===== src/verilog/hp_pkg.sv =====
// Shared constants and types for the host control port front end
`default_nettype none
package hp_pkg;
   // Synchronised control pins travel together
   typedef struct packed {
      logic cs_n;
      logic strobe;
      logic rw_sdi;
      logic style;
      logic ser_sel;
   } hp_pins_t;

   localparam logic [4:0] HP_PINS_RST = 5'h1F;
   localparam int HP_ADDR_W = 11;
   localparam int HP_DATA_W = 8;
   localparam int HP_SH_W = 20;
   localparam int HP_CMD_RW_POS = 11;
   localparam int HP_FRAME_RW_POS = 19;
   localparam logic [4:0] HP_CMD_BITS = 5'h0C;
   localparam logic [4:0] HP_FRAME_BITS = 5'h14;
   localparam logic [4:0] HP_CNT_MAX = 5'h1F;
   localparam logic [7:0] HP_DATA_RST = 8'h00;

   typedef enum logic [1:0] {
      HP_IDLE = 2'b00,
      HP_RD_REQ = 2'b01,
      HP_RD_CAP = 2'b10,
      HP_RD_DRIVE = 2'b11
   } hp_state_t;
endpackage
`default_nettype wire


===== src/verilog/hp_host_port.sv =====
// Host control port front end: parallel two-style bus or serial link
`timescale 1ns/100ps
`default_nettype none
// Notes on behaviour
// Serial select low: host port works as a parallel address/data bus.
// Serial select high: host port works as a serial link instead.
// Style low: shared strobe is an active-low data strobe qualifying accesses.
// Style high: shared strobe low is a read; device drives read data.
// Serial mode: shared strobe pin is the serial clock for both lines.
// Serial output changes only on serial clock falling edges.
// Serial input is sampled on serial clock rising edges.
// Host pulses chip select low per access, holds it until done.
// Style select is static: low strobe-qualified, high separate read/write.
// Strobe-qualified style: direction pin high reads, low writes.
// Separate-strobe style: write strobe low writes; device latches bus data.
// Serial mode ignores parallel strobes; parallel mode never sees a clock.
module hp_host_port
(
   input wire logic clk,
   input wire logic rst,
   input wire logic cs_n,
   input wire logic data_strobe_n,
   input wire logic rw_pin,
   input wire logic bus_style_select,
   input wire logic serial_host_select,
   input wire logic [10:0] addr_pin,
   input wire logic [7:0] data_in,
   output logic [7:0] data_out,
   output logic data_oe_n,
   output logic serial_out_line,
   output logic serial_out_oe_n,
   input wire logic [7:0] reg_rdata,
   output logic reg_rd,
   output logic reg_wr,
   output logic [10:0] reg_addr,
   output logic [7:0] reg_wdata
);
   hp_pkg::hp_pins_t pins_s1;
   hp_pkg::hp_pins_t pins_s2;
   hp_pkg::hp_pins_t pins_s3;
   logic [10:0] addr_s1;
   logic [10:0] addr_s2;
   logic [7:0] din_s1;
   logic [7:0] din_s2;
   hp_pkg::hp_state_t state;
   logic [19:0] sh_in;
   logic [4:0] bit_cnt;
   logic rise_d;
   logic ser_rd_act;
   logic ld1;
   logic ld2;
   logic [7:0] sout;
   logic [10:0] wr_addr;
   logic [7:0] wr_data;
   logic ser_sel;
   logic sel;
   logic sclk_rise;
   logic sclk_fall;
   logic rd_now;
   logic rd_start;
   logic wr_now;
   logic wr_end;
   logic ser_rd_evt;
   logic ser_wr_evt;

   // Parallel read condition per bus style
   function automatic logic par_read(input hp_pkg::hp_pins_t p);
      par_read = !p.ser_sel && !p.cs_n && !p.strobe && (p.style || p.rw_sdi);
   endfunction

   // Parallel write condition per bus style
   function automatic logic par_write(input hp_pkg::hp_pins_t p);
      par_write = !p.ser_sel && !p.cs_n && !p.rw_sdi && (p.style || !p.strobe);
   endfunction

   // Two-stage synchronisers for every pin
   always_ff @(posedge clk)
   begin
      if (rst)
      begin
         pins_s1 <= hp_pkg::HP_PINS_RST;
         pins_s2 <= hp_pkg::HP_PINS_RST;
         pins_s3 <= hp_pkg::HP_PINS_RST;
         addr_s1 <= '0;
         addr_s2 <= '0;
         din_s1 <= hp_pkg::HP_DATA_RST;
         din_s2 <= hp_pkg::HP_DATA_RST;
      end
      else
      begin
         pins_s1 <= '{cs_n, data_strobe_n, rw_pin, bus_style_select, serial_host_select};
         pins_s2 <= pins_s1;
         pins_s3 <= pins_s2;
         addr_s1 <= addr_pin;
         addr_s2 <= addr_s1;
         din_s1 <= data_in;
         din_s2 <= din_s1;
      end
   end

   assign ser_sel = pins_s2.ser_sel;
   assign sel = !pins_s2.cs_n;
   assign sclk_rise = ser_sel && sel && pins_s2.strobe && !pins_s3.strobe;
   assign sclk_fall = ser_sel && sel && !pins_s2.strobe && pins_s3.strobe;
   assign rd_now = par_read(pins_s2);
   assign rd_start = rd_now && !par_read(pins_s3);
   assign wr_now = par_write(pins_s2);
   assign wr_end = !wr_now && par_write(pins_s3);
   assign ser_rd_evt = rise_d && bit_cnt == hp_pkg::HP_CMD_BITS && sh_in[hp_pkg::HP_CMD_RW_POS];
   assign ser_wr_evt = rise_d && bit_cnt == hp_pkg::HP_FRAME_BITS
      && !sh_in[hp_pkg::HP_FRAME_RW_POS];

   // Parallel read sequencing
   always_ff @(posedge clk)
   begin
      if (rst)
         state <= hp_pkg::HP_IDLE;
      else
         case (state)
            hp_pkg::HP_IDLE: if (rd_start) state <= hp_pkg::HP_RD_REQ;
            hp_pkg::HP_RD_REQ: state <= hp_pkg::HP_RD_CAP;
            hp_pkg::HP_RD_CAP: state <= rd_now ? hp_pkg::HP_RD_DRIVE : hp_pkg::HP_IDLE;
            hp_pkg::HP_RD_DRIVE: if (!rd_now) state <= hp_pkg::HP_IDLE;
            default: state <= hp_pkg::HP_IDLE;
         endcase
   end

   // Parallel data bus drive
   always_ff @(posedge clk)
   begin
      if (rst)
      begin
         data_out <= hp_pkg::HP_DATA_RST;
         data_oe_n <= 1'b1;
      end
      else
      begin
         if (state == hp_pkg::HP_RD_CAP)
            data_out <= reg_rdata;
         data_oe_n <= !(rd_now && (state == hp_pkg::HP_RD_CAP
            || state == hp_pkg::HP_RD_DRIVE));
      end
   end

   // Parallel write latch while strobe is active
   always_ff @(posedge clk)
   begin
      if (rst)
      begin
         wr_addr <= '0;
         wr_data <= hp_pkg::HP_DATA_RST;
      end
      else if (wr_now)
      begin
         wr_addr <= addr_s2;
         wr_data <= din_s2;
      end
   end

   // Serial input shifter
   always_ff @(posedge clk)
   begin
      if (rst || !sel || !ser_sel)
      begin
         sh_in <= '0;
         bit_cnt <= '0;
         rise_d <= 1'b0;
         ser_rd_act <= 1'b0;
      end
      else
      begin
         rise_d <= sclk_rise;
         // Read flag held for the frame; later rises move the command bit on
         if (ser_rd_evt)
            ser_rd_act <= 1'b1;
         if (sclk_rise)
         begin
            sh_in <= {sh_in[18:0], pins_s2.rw_sdi};
            if (bit_cnt != hp_pkg::HP_CNT_MAX)
               bit_cnt <= bit_cnt + 5'h01;
         end
      end
   end

   // Serial output shifter
   always_ff @(posedge clk)
   begin
      if (rst)
      begin
         ld1 <= 1'b0;
         ld2 <= 1'b0;
         sout <= hp_pkg::HP_DATA_RST;
         serial_out_line <= 1'b0;
         serial_out_oe_n <= 1'b1;
      end
      else
      begin
         ld1 <= ser_rd_evt;
         ld2 <= ld1;
         if (!sel || !ser_sel)
            serial_out_oe_n <= 1'b1;
         if (ld2)
            sout <= reg_rdata;
         else if (sclk_fall && ser_rd_act && bit_cnt < hp_pkg::HP_FRAME_BITS)
         begin
            serial_out_line <= sout[7];
            sout <= {sout[6:0], 1'b0};
            serial_out_oe_n <= 1'b0;
         end
      end
   end

   // Register-side strobes
   always_ff @(posedge clk)
   begin
      if (rst)
      begin
         reg_rd <= 1'b0;
         reg_wr <= 1'b0;
         reg_addr <= '0;
         reg_wdata <= hp_pkg::HP_DATA_RST;
      end
      else
      begin
         reg_rd <= rd_start || ser_rd_evt;
         reg_wr <= wr_end || ser_wr_evt;
         if (rd_start)
            reg_addr <= addr_s2;
         else if (ser_rd_evt)
            reg_addr <= sh_in[10:0];
         else if (ser_wr_evt)
            reg_addr <= sh_in[18:8];
         else if (wr_end)
            reg_addr <= wr_addr;
         if (ser_wr_evt)
            reg_wdata <= sh_in[7:0];
         else if (wr_end)
            reg_wdata <= wr_data;
      end
   end

   AST_SER_NO_BUS: assert property (@(posedge clk) disable iff (rst)
      ser_sel |=> data_oe_n) else $error("Bus driven in serial mode");
   AST_PAR_NO_SOUT: assert property (@(posedge clk) disable iff (rst)
      !ser_sel |=> serial_out_oe_n) else $error("Serial out driven in parallel mode");
   AST_SOUT_FALL: assert property (@(posedge clk) disable iff (rst)
      $changed(serial_out_line) |-> $past(sclk_fall)) else $error("Serial out moved off fall");
   AST_SIN_RISE: assert property (@(posedge clk) disable iff (rst)
      ($changed(bit_cnt) && bit_cnt != 5'h00) |-> $past(sclk_rise))
      else $error("Serial input sampled off rise");
   AST_RD_DRIVE: assert property (@(posedge clk) disable iff (rst)
      rd_start ##1 rd_now ##1 rd_now |=> !data_oe_n && data_out == $past(reg_rdata))
      else $error("Read data not driven");
   AST_RD_PULSE: assert property (@(posedge clk) disable iff (rst)
      rd_start |=> reg_rd ##1 !reg_rd) else $error("Read pulse wrong");
   AST_WR_STROBE: assert property (@(posedge clk) disable iff (rst)
      wr_end |=> reg_wr && reg_wdata == $past(wr_data)) else $error("Write not issued");
   AST_DS_QUAL: assert property (@(posedge clk) disable iff (rst)
      (rd_start && !pins_s2.style) |-> !pins_s2.strobe && pins_s2.rw_sdi)
      else $error("Read without data strobe");
   AST_SER_WR: assert property (@(posedge clk) disable iff (rst)
      ser_wr_evt |=> reg_wr && reg_addr == $past(sh_in[18:8])) else $error("Serial write lost");
   AST_SER_PAR_ISO: assert property (@(posedge clk) disable iff (rst)
      ser_sel |-> !rd_now && !wr_now) else $error("Parallel strobe seen in serial mode");
   COV_PAR_READ: cover property (@(posedge clk) disable iff (rst) rd_start ##3 !data_oe_n);
   COV_PAR_WRITE: cover property (@(posedge clk) disable iff (rst) wr_end ##1 reg_wr);
   COV_SER_READ: cover property (@(posedge clk) disable iff (rst) ld2 ##[1:40] !serial_out_oe_n);
   COV_SER_WRITE: cover property (@(posedge clk) disable iff (rst) ser_wr_evt);
endmodule // hp_host_port
`default_nettype wire


===== config.mk =====
export PLATFORM = sky130hd
export DESIGN_NAME = hp_host_port
export DESIGN_NICKNAME = d
export VERILOG_FILES = /design/src/verilog/hp_pkg.sv /design/src/verilog/hp_host_port.sv
export SDC_FILE = /design/constraint.sdc
export NUM_CORES = 1
export LEC_CHECK = 0
export BUFFER_PORTS_ARGS = -buffer_cell sky130_fd_sc_hd__buf_2
export CAP_MARGIN = 20
export CORE_MARGIN = 2
export CORE_UTILIZATION = 30
export CTS_CLUSTER_SIZE = 16
export DETAILED_ROUTE_END_ITERATION = 10
export SLEW_MARGIN = 20
export SYNTH_ARGS = -nofsm -noshare
export SYNTH_HDL_FRONTEND = slang
export SYNTH_SLANG_ARGS = --single-unit

===== constraint.sdc =====
create_clock -name clk -period 2.35 [get_ports clk]
set_clock_uncertainty 0.1 [all_clocks]
set_input_delay 0.47 -clock clk [delete_from_list [all_inputs] [get_ports clk]]
set_output_delay 0.47 -clock clk [all_outputs]
set_load 0.01 [all_outputs]

==> impl_results.md, run 1 <==
- Outcome: complete, no violations
- Gr usage total: between 10% and 20%
- Post-DP Area: between 0.005 and 0.006 mm²
- Root buf cell: clkbuf_16
- Worst-path maximum fanout: 12
- I/O Buffers: 65
- Synth Instances: about 550
- R2r startpoint: pins_s2[3]$_SDFF_PP1_
- Critical setup path kind: reg2reg
- Simple-gate share of the synthesized area: 21.75%
- Post-Syn Area per Cell: between 9 and 10 µm²
- Dpl hpwl: around 8200 µm
- Number of synthesized flops with an enable pin: 0
- Largest net degree at the start of global routing: 116
- PostCTS Resize Cnt: 0
- Clk_lat worst skew: around 420 ps
- Die Ht: approximately 140 µm
- Worst-margin pin slew: approximately 680 ps
- Worst VDD drop: roughly 0.51 mV
- Total clock sinks: 143
- Clk slew on worst S/H paths: 60 ps
- Drt drc: 0
- Iter 0 DRT Violations: about 150
- Max Fclk: ~480 MHz
- Initial antenna violation count: 0
- Fraction of synthesized area in multiplexers: just under 9%
- #FFs+latches synth: ~140
- Max-cap check violation count: 0
- Critical Path RT: 2580 ps
- Core area: ~0.017 mm²
- Via Count: between 3000 and 4000
- Fin crit share: between 80 and 90%
- H-tree depth: 4
- Post-synth ARST share: 0%
- TNS Setup: 0 ps
- Hold Path Stages: 2
- Sequence of cells on the critical path: nor2b_1 > nor4_2 > o21a_1 > o21ai_1 > a311oi_2
- Pre-CTS setup slack: 319.5 ps
- Antenna Cells: 0
- Pre-antenna DRT Iters: 5
- Synth Area in XOR/XNOR: less than 1%
- HP Class: in2reg
- Yosys cell types: 43
- Startpoint class of the critical path: register
- GP Congestion: between 0.8 and 0.9
- Die area: ~0.019 mm²
- CP max-delay cell: o21a_1
- Critical Path Source: pins_s2[3]$_SDFF_PP1_
- Worst r2r path cells: 5
- Post-Synth Adder-Cell Area: less than 1%
- Placed Instances: about 810
- Die Wd: about 140 µm
- CP arrival: ~2300 ps
- Total congestion overflow: 0
- FF-to-FF setup slack: 290 ps
- P per Cell Area: about 850 mW/mm²
- Worst hold margin: 132.9 ps
- DR WL/cell: approximately 14 µm
- Layout Cells excl Fill: roughly 840
- Reg2reg end: reg_addr[4]$_SDFFE_PP0P_
- Final WS setup: about 290 ps
- Post-synthesis compound-gate area fraction: between 10% and 20%
- Slew HR: a little over half
- Max incr delay on CP: about 500 ps
- Yosys top cell area share: a little over half
- Mapped cell area: around 0.0052 mm²
- RSZ-0062 raised after global routing: no
- CP endpoint kind: register
- Leading cell types by count after synthesis: dfxtp_1, nand2_1, a21oi_1, nor2b_1, nor2_1
- Tot Pwr: around 5.5 mW
- CTS buffer count: 17
- Post-route cell area: approximately 0.0064 mm²
- Layout cell share with drive strength beyond 1: a little under a quarter
- Vias per inst: between 4 and 5
- Cts hold-fix bufs: 0
- Global-route wire length before repair: 19330 µm
- Cell Rows: 48
- # nets final: 642
- Source of the worst hold timing path: bus_style_select
- Area Growth Syn to Fin: 22.39%
- Pleak: ~2.4 nW
- Post-route ant nets: 0
- Vias in the first global route: roughly 3900
- Slew Limit Fails: 0
- Worst Hold End: pins_s1[1]$_SDFF_PP1_
- Final setup violation count: 0
- Top-level port count: 66
- Post-Route WL: about 12000 µm
- Sequential area share after synthesis: 54.57%
- Post-synth top flop: dfxtp_1
- Clock Tree Buf Depth: 2
- Top cells by area, synth: dfxtp_1, nand2_1, nor2b_1
- Largest family of logic cells by synthesized area: simple AND/OR/NAND/NOR gates
- Clock period minus worst slack: 2064 ps
- Largest area contributor in the netlist: dfxtp_1
- Setup Fix Bufs, Post-CTS: 0
- Initial Util: a little under a third
- Most frequent cell after synthesis: dfxtp_1
- Synthesized Nets: 585
- Endpoints failing hold: 0
- TritonCTS clock tree: done
- Fin util: between 30% and 40%
- Ys Warns: 0
## sequential cells by signal, summed over array words and instances (netlist names), 2 cells and up
name	count
sh_in	20
sout	8
pins_s1	5
pins_s2	4
pins_s3	5
wr_data	8
bit_cnt	5
addr_s2	11
wr_addr	11
din_s2	8
reg_addr	11
reg_wdata	8
addr_s1	11
state	2
data_out	8
din_s1	8
## cells in the final DEF, fill, tap and decap left out, types with 3 or more instances in the layout
cell type    n
ha_1         3
buf_2       64
mux2i_1     24
dfxtp_1    143
inv_1        3
nand3_1     13
nor2_1      38
o21ai_0      5
a211oi_1     8
clkbuf_16   17
clkinv_4     3
a311oi_2     3
or2_2       15
nand2_1     96
bufinv_16    4
o21ai_1     11
mux2_4       6
nor2b_1     42
buf_4       10
a311oi_1     8
nor3_1      12
mux2_1      11
a21oi_1     43
## report_power, final
group	total (mW)	internal, mW	switching (mW)	leakage, nW
Clock	2.88	1.83	1.06	0.311
Sequential	2.49	2.47	0.0195	1.16
Combinational	0.104	0.0505	0.0533	0.975
Total	5.47	4.34	1.13	2.45
## layout make-up
type	count	area, µm²
Clock buffer	18	439.2
Sequential cell	143	2863
Fill cell	1731	10760
Tap cell	225	281.5
Clock inverter	14	206.4
Multi-Input combinational cell	365	2205
Inverter	3	11.26
Timing Repair Buffer	75	415.4
## critical path, delay by kind of cell, from the launching register on
| kind | cells | cell delay (ps) |
|---|---|---|
| compound gates | 3 | 890 |
| simple gates | 2 | 600 |
| flops | 1 | 370 |
## layer usage
metal	track usage [%]	vias to the layer above	wire length (µm)
met2	22.22	97	5713
li1	-	1959	-
met5	0	-	0
met1	16.00	1839	5172
met4	6.192	0	252
met3	4.400	17	557
## worst max-delay path by stage
| stage | endpoint | slack (ps) | cells past startpoint |
|---|---|---|---|
| floorplan | sh_in[13]$_SDFFE_PP0P_ | 630 | 5 |
| global placement | reg_addr[3]$_SDFFE_PP0P_ | 410 | 7 |
| detailed placement | reg_addr[4]$_SDFFE_PP0P_ | 320 | 5 |
| CTS | reg_addr[4]$_SDFFE_PP0P_ | 300 | 5 |
| global route | reg_addr[9]$_SDFFE_PP0P_ | 60 | 5 |
| finish | reg_addr[4]$_SDFFE_PP0P_ | 290 | 5 |
## kinds of logic after synthesis
group / count (synthesis)
adder cells (fa/ha/maj): 3
buffers and inverters: 40
AO/OA/AOI/OAI: 84
flip-flops: 143
AND/OR/NAND/NOR: 233
XOR/XNOR: 3
multiplexers: 42
Note: power is estimated with default switching activity, not from simulation.
==> inputs of run 2 (changes only) <==
--- a/config.mk
+++ b/config.mk
@@ -7,10 +7,13 @@
 export LEC_CHECK = 0
 export BUFFER_PORTS_ARGS = -buffer_cell sky130_fd_sc_hd__buf_2
 export CAP_MARGIN = 20
+export CELL_PAD_IN_SITES_DETAIL_PLACEMENT = 1
+export CELL_PAD_IN_SITES_GLOBAL_PLACEMENT = 1
 export CORE_MARGIN = 2
-export CORE_UTILIZATION = 30
+export CORE_UTILIZATION = 25
 export CTS_CLUSTER_SIZE = 16
 export DETAILED_ROUTE_END_ITERATION = 10
+export PLACE_DENSITY_LB_ADDON = 0.1
 export SLEW_MARGIN = 20
 export SYNTH_ARGS = -nofsm -noshare
 export SYNTH_HDL_FRONTEND = slang
==> constraint.sdc (replaced) <==
create_clock -name clk -period 2.4 [get_ports clk]
set_clock_uncertainty 0.1 [all_clocks]
set_input_delay 0.48 -clock clk [delete_from_list [all_inputs] [get_ports clk]]
set_output_delay 0.48 -clock clk [all_outputs]
set_load 0.01 [all_outputs]
==> run 2 against run 1 <==
Largest power group unchanged; global-route usage down 0.57 points; sequential cell count unchanged; wire length up 17%.
==> impl_results.md, run 2 (same netlist as run 1, synthesis figures left out) <==
- Slew HR: 49.82% (-4.8 points)
- Max Fclk: 467.6 MHz (-3.5%)
- Initial antenna violation count: 0 (unchanged)
- DR WL/cell: 15.36 µm (+11%)
- Outcome: complete, no violations
- Net Sw Power: 1.109 mW (-1.8%)
- Drt drc: 0 (unchanged)
- HP Class: in2reg
- Endpoints failing hold: 0 (unchanged)
- CP delay by family, top: compound AO/OA/AOI/OAI gates
- Initial Util: 25.68% (-4.9 points)
- Root buf cell: clkbuf_16
- Clock period minus worst slack: 2139 ps (+74.93 ps)
- P per Cell Area: 793.3 mW/mm² (-6.9%)
- Die area: 0.02216 mm² (+19%)
- Slew Limit Fails: 0 (unchanged)
- Dpl hpwl: 9197 µm (+12%)
- Setup Fix Bufs, Post-CTS: 0 (unchanged)
- Reg power frac: 47.8% (+2.4 points)
- CP endpoint kind: register
- Die Wd: 148.9 µm (+9.3%)
- Fin crit share: 89.11% (+1.3 points)
- Layout cell share with drive strength beyond 1: 22.65% (unchanged)
- Max reg flops: 20 (unchanged)
- Cell Rows: 52 (+8.3%)
- Max incr delay on CP: 520 ps (+20 ps)
- GP Congestion: 0.7481 (-14%)
- Clock Tree Buf Depth: 2 (unchanged)
- Global-route wire length before repair: 22020 µm (+14%)
- Fillcell total: 2402 (+39%)
- Clk_lat worst skew: 420 ps (about the same)
- Core area: 0.02043 mm² (+19%)
- Top-level port count: 66 (unchanged)
- Critical Path RT: 2620 ps (+40 ps)
- Cts hold-fix bufs: 0 (unchanged)
- Fin util: 31.42% (-6.0 points)
- Area Growth Syn to Fin: 22.35% (about the same)
- Total clock sinks: 143 (unchanged)
- Worst-margin pin slew: 749.9 ps (+72.07 ps)
- Critical setup path kind: reg2reg
- Vias in the first global route: 3981 (+1.6%)
- Via Count: 3942 (+0.77%)
- Most frequent cells in the layout: dfxtp_1, nand2_1, buf_2
- Gr usage total: 12.95% (-0.57 points)
- TritonCTS clock tree: done
- RSZ-0062 raised after global routing: no
- TNS Setup: 0 ps (unchanged)
- Most flop-heavy register: sh_in
- Final WS setup: 261.5 ps (-24.93 ps)
- Levels on crit path: 5 (unchanged)
- Hold Path Stages: 2 (unchanged)
- Antenna Cells: 0 (unchanged)
- CP max-delay cell: o21a_1
- Commonest non-fill, non-tap cell in the layout: dfxtp_1
- CP arrival: 2360 ps (+70 ps)
- Vias per inst: 4.439 (-4.3%)
- Pre-antenna DRT Iters: 5 (unchanged)
- I/O Buffers: 65 (unchanged)
- Post-Route WL: 13640 µm (+17%)
- Die Ht: 148.9 µm (+9.3%)
- Switching share of power: 21.78% (+1.1 points)
- CTS buffer count: 17 (unchanged)
- Max-cap check violation count: 0 (unchanged)
- Cell-internal power: 3.983 mW (-8.3%)
- Post-route ant nets: 0 (unchanged)
- Combinational power share: 2.1% (+0.2 points)
- Worst VDD drop: 0.4610 mV (-10%)
- Largest net degree at the start of global routing: 116 (unchanged)
- Final setup violation count: 0 (unchanged)
- H-tree depth: 4 (unchanged)
- Clk pwr share: 50.1% (-2.6 points)
- Clk slew on worst S/H paths: 60 ps (about the same)
- # nets final: 644 (+0.31%)
- Worst r2r path cells: 5 (unchanged)
- Sequence of cells on the critical path: inv_1 > o21ai_0 > o21a_1 > o21ai_1 > a311oi_1
- Total congestion overflow: 0 (unchanged)
- Crit path buf inv count: 1 (+1)
- Worst-path maximum fanout: 12 (unchanged)
- Iter 0 DRT Violations: 129 (-13%)
- Pleak: 2.420 nW (-1.2%)
- Startpoint class of the critical path: register
- PostCTS Resize Cnt: 0 (unchanged)
- Pre-CTS setup slack: 249.1 ps (-70.36 ps)
## run 2: layout make-up
class,instances,area (µm²),area share (%)
multi-input cells,365,2213,34.48
flip-flops and latches,143,2863,44.60
well taps,270,337.8,5.263
inverters,3,11.26,0.1754
repair buffers,77,430.4,6.706
clock inverters,13,137.6,2.144
clock buffers,17,425.4,6.628
## run 2: path summary, 6_finish.rpt
path | from | to | slack [ps]
setup / recovery | pins_s3[3]$_SDFF_PP1_ | reg_addr[10]$_SDFFE_PP0P_ | 260
hold / removal | data_strobe_n | pins_s1[3]$_SDFF_PP1_ | 140
setup reg to reg | pins_s3[3]$_SDFF_PP1_ | reg_addr[10]$_SDFFE_PP0P_ | 260
hold reg to reg | pins_s1[1]$_SDFF_PP1_ | pins_s2[1]$_SDFF_PP1_ | 310
## run 2: power by group through the flow
stage	logic, mW	clock network, mW	registers, mW
2_1_floorplan	0.0618	0	2.48
3_3_place_gp	0.107	0	2.49
3_5_place_dp	0.109	0	2.49
4_1_cts	0.109	2.63	2.43
5_1_grt	0.120	2.73	2.44
6_report	0.106	2.55	2.43
## run 2: worst reg2reg max path, delay by kind of cell (launching register included)
family,cells,cell delay [ps]
flip-flops,1,450
AO/OA/AOI/OAI,4,1420
buffers and inverters,1,70
## run 2: stage by stage
stage                     hold WS [ps]  instance area (µm²)  power (mW)  instances
after floorplan                  289.5                 5246       2.541        548
after global placement           293.8                 5856       2.592        858
after detailed placement         298.1                 5856       2.596        858
after CTS                        132.7                 6419       5.175        888
after global routing             148.4                 6419       5.288        888
final                            144.1                 6419       5.092        888
## run 2: routing by layer
metal / up-vias / wire [µm] / global-route usage (%)
li1: 1962 / - / -
met1: 1904 / 6634 / 17.13
met2: 60 / 6404 / 21.09
met3: 16 / 424 / 2.477
met4: 0 / 179 / 4.714
met5: - / 0 / 0
==> inputs of run 3 (changes only) <==
--- a/config.mk
+++ b/config.mk
@@ -14,6 +14,7 @@
 export CTS_CLUSTER_SIZE = 16
 export DETAILED_ROUTE_END_ITERATION = 10
 export PLACE_DENSITY_LB_ADDON = 0.1
+export RECOVER_POWER = 100
 export SLEW_MARGIN = 20
 export SYNTH_ARGS = -nofsm -noshare
 export SYNTH_HDL_FRONTEND = slang
==> run 3 against run 2 <==
Maximum frequency down 1.3%; sequential cell count unchanged; combinational power shrank 4%; sequential power hardly changed; critical path type unchanged; largest cell class unchanged; highest routed layer unchanged.
==> impl_results.md, run 3 (same netlist as run 1, synthesis figures left out) <==
- Critical setup path kind: reg2reg
- CP endpoint kind: register
- Commonest non-fill, non-tap cell in the layout: dfxtp_1
- Pleak: 2.258 nW (-6.7%)
- Vias per inst: 4.444 (+0.10%)
- Worst-margin pin slew: 1327 ps (+577.6 ps)
- R2r startpoint: bit_cnt[0]$_SDFFE_PP0P_
- Via Count: 3946 (+0.10%)
- Sequence of cells on the critical path: inv_1 > ha_1 > nand4_1 > nor3b_1 > a21o_1 > nor3_1 > a311oi_1
- Most frequent cells in the layout: dfxtp_1, nand2_1, a21oi_1
- Layout cell share with drive strength beyond 1: 15.86% (-6.8 points)
- Clock period minus worst slack: 2168 ps (+28.98 ps)
- Area Growth Syn to Fin: 20.41%
- Startpoint class of the critical path: register
- H-tree depth: 4 (unchanged)
- Worst VDD drop: 0.4612 mV (about the same)
- DR WL/cell: 15.43 µm (+0.43%)
- Outcome: complete, no violations
- CP arrival: 2360 ps (about the same)
- Gr usage total: 12.95% (unchanged)
- Worst-path maximum fanout: 11 (-1)
- Initial Util: 25.68% (unchanged)
- Clock Tree Buf Depth: 2 (unchanged)
- GRT met3 Usage: 2.477% (unchanged)
- Crit path capture: reg_addr[0]$_SDFFE_PP0P_
- CTS buffer count: 17 (unchanged)
- TNS Setup: 0 ps (unchanged)
- Critical Path RT: 2590 ps (-30 ps)
- Max incr delay on CP: 430 ps (-90 ps)
- Total clock sinks: 143 (unchanged)
- Top-level port count: 66 (unchanged)
- Clk slew on worst S/H paths: 60 ps (about the same)
- Setup Fix Bufs, Post-CTS: 0 (unchanged)
- HP Class: in2reg
- Final setup violation count: 0 (unchanged)
- Cts hold-fix bufs: 0 (unchanged)
- # nets final: 644 (unchanged)
- P per Cell Area: 805.7 mW/mm² (+1.6%)
- Post-Route WL: 13700 µm (+0.43%)
- Dpl hpwl: 9197 µm (unchanged)
- Post-DP Area: 0.005856 mm² (unchanged)
- M2 GR Usage: 21.09% (unchanged)
- Placed Instances: 858 (unchanged)
- Global-route wire length before repair: 22020 µm (unchanged)
- Pre-antenna DRT Iters: 4 (-1)
- GR peak layer: met2
- Clk_lat worst skew: 420 ps (about the same)
- CP max-delay cell: nor3b_1
- Largest net degree at the start of global routing: 116 (unchanged)
- Die area: 0.02216 mm² (unchanged)
- PostCTS Resize Cnt: 0 (unchanged)
- Drt drc: 0 (unchanged)
- Vias in the first global route: 3981 (unchanged)
- Max-cap check violation count: 0 (unchanged)
- Root buf cell: clkbuf_16
- Reg2reg end: reg_addr[0]$_SDFFE_PP0P_
- Cell Rows: 52 (unchanged)
- Met1 Track Usage GR: 17.13% (unchanged)
- Worst r2r path cells: 7 (+2)
- Iter 0 DRT Violations: 119 (-7.8%)
- Post-route cell area: 0.006317 mm² (-1.6%)
- FF-to-FF setup slack: 230 ps (-30 ps)
- Critical Path Source: bit_cnt[0]$_SDFFE_PP0P_
- Endpoints failing hold: 0 (unchanged)
- Post-route ant nets: 0 (unchanged)
- Max Fclk: 461.4 MHz (-1.3%)
- Most flop-heavy register: sh_in
- Slew Limit Fails: 0 (unchanged)
- Multi-input gate area: 0.002171 mm² (-1.9%)
- Fillcell total: 2422 (+0.83%)
- Die Ht: 148.9 µm (unchanged)
- Antenna Cells: 0 (unchanged)
- GP Congestion: 0.7481 (unchanged)
- Fin crit share: 90.31% (+1.2 points)
- Die Wd: 148.9 µm (unchanged)
- RSZ-0062 raised after global routing: no
- I/O Buffers: 65 (unchanged)
- Layout Cells excl Fill: 888 (unchanged)
- Max reg flops: 20 (unchanged)
- TritonCTS clock tree: done
- Slew HR: 11.50% (-38 points)
- Core area: 0.02043 mm² (unchanged)
- Total congestion overflow: 0 (unchanged)
- Flip-flop and latch area: 0.002863 mm² (unchanged)
- Initial antenna violation count: 0 (unchanged)
## run 3: per-stage QoR
step	setup WS (ps)	utilization (%)	hold slack, ps	total power, mW
final	232.5	30.92	144.0	5.090
after global routing	36.04	30.92	148.4	5.284
after CTS	248.5	31.42	132.7	5.175
after detailed placement	249.1	28.66	298.1	2.596
after global placement	361.8	28.66	293.8	2.592
after floorplan	667.7	-	289.5	2.541
## run 3: layer usage
| metal | vias to the layer above | routed length, µm |
|---|---|---|
| met1 | 1904 | 6712 |
| met4 | 0 | 208 |
| li1 | 1963 | - |
| met2 | 62 | 6365 |
| met5 | - | 0 |
| met3 | 17 | 415 |
## run 3: report_power, final
part           switching, mW  internal, mW
Combinational         0.0552        0.0465
Clock                   1.04          1.52
Sequential            0.0187          2.41
Total                   1.11          3.98
## run 3: worst min path at each step
stage | from | endpoint | slack (ps) | depth (start not counted)
after floorplan | pins_s1[1]$_SDFF_PP1_ | pins_s2[1]$_SDFF_PP1_ | 290 | 1
after global placement | pins_s1[1]$_SDFF_PP1_ | pins_s2[1]$_SDFF_PP1_ | 290 | 1
after detailed placement | pins_s1[2]$_SDFF_PP1_ | pins_s2[2]$_SDFF_PP1_ | 300 | 1
after CTS | data_strobe_n | pins_s1[3]$_SDFF_PP1_ | 130 | 2
after global routing | data_strobe_n | pins_s1[3]$_SDFF_PP1_ | 150 | 2
final | data_strobe_n | pins_s1[3]$_SDFF_PP1_ | 140 | 2
## run 3: critical path, delay by kind of cell (launching register included)
family                     cells  cell delay, ps
and+or+nand+nor                3             640
AOI/OAI and AO/OA              2             720
DFF                            1             340
buffers and inverters          1              70
adders and majority gates      1             170
## run 3: area by class of cell
type	instances	share of cell area (%)
clock buffers	17	6.734
clock inverters	13	2.179
inverters	3	0.1783
multi-input cells	365	34.36
flip-flops and latches	143	45.32
well taps	270	5.348
repair buffers	77	5.882
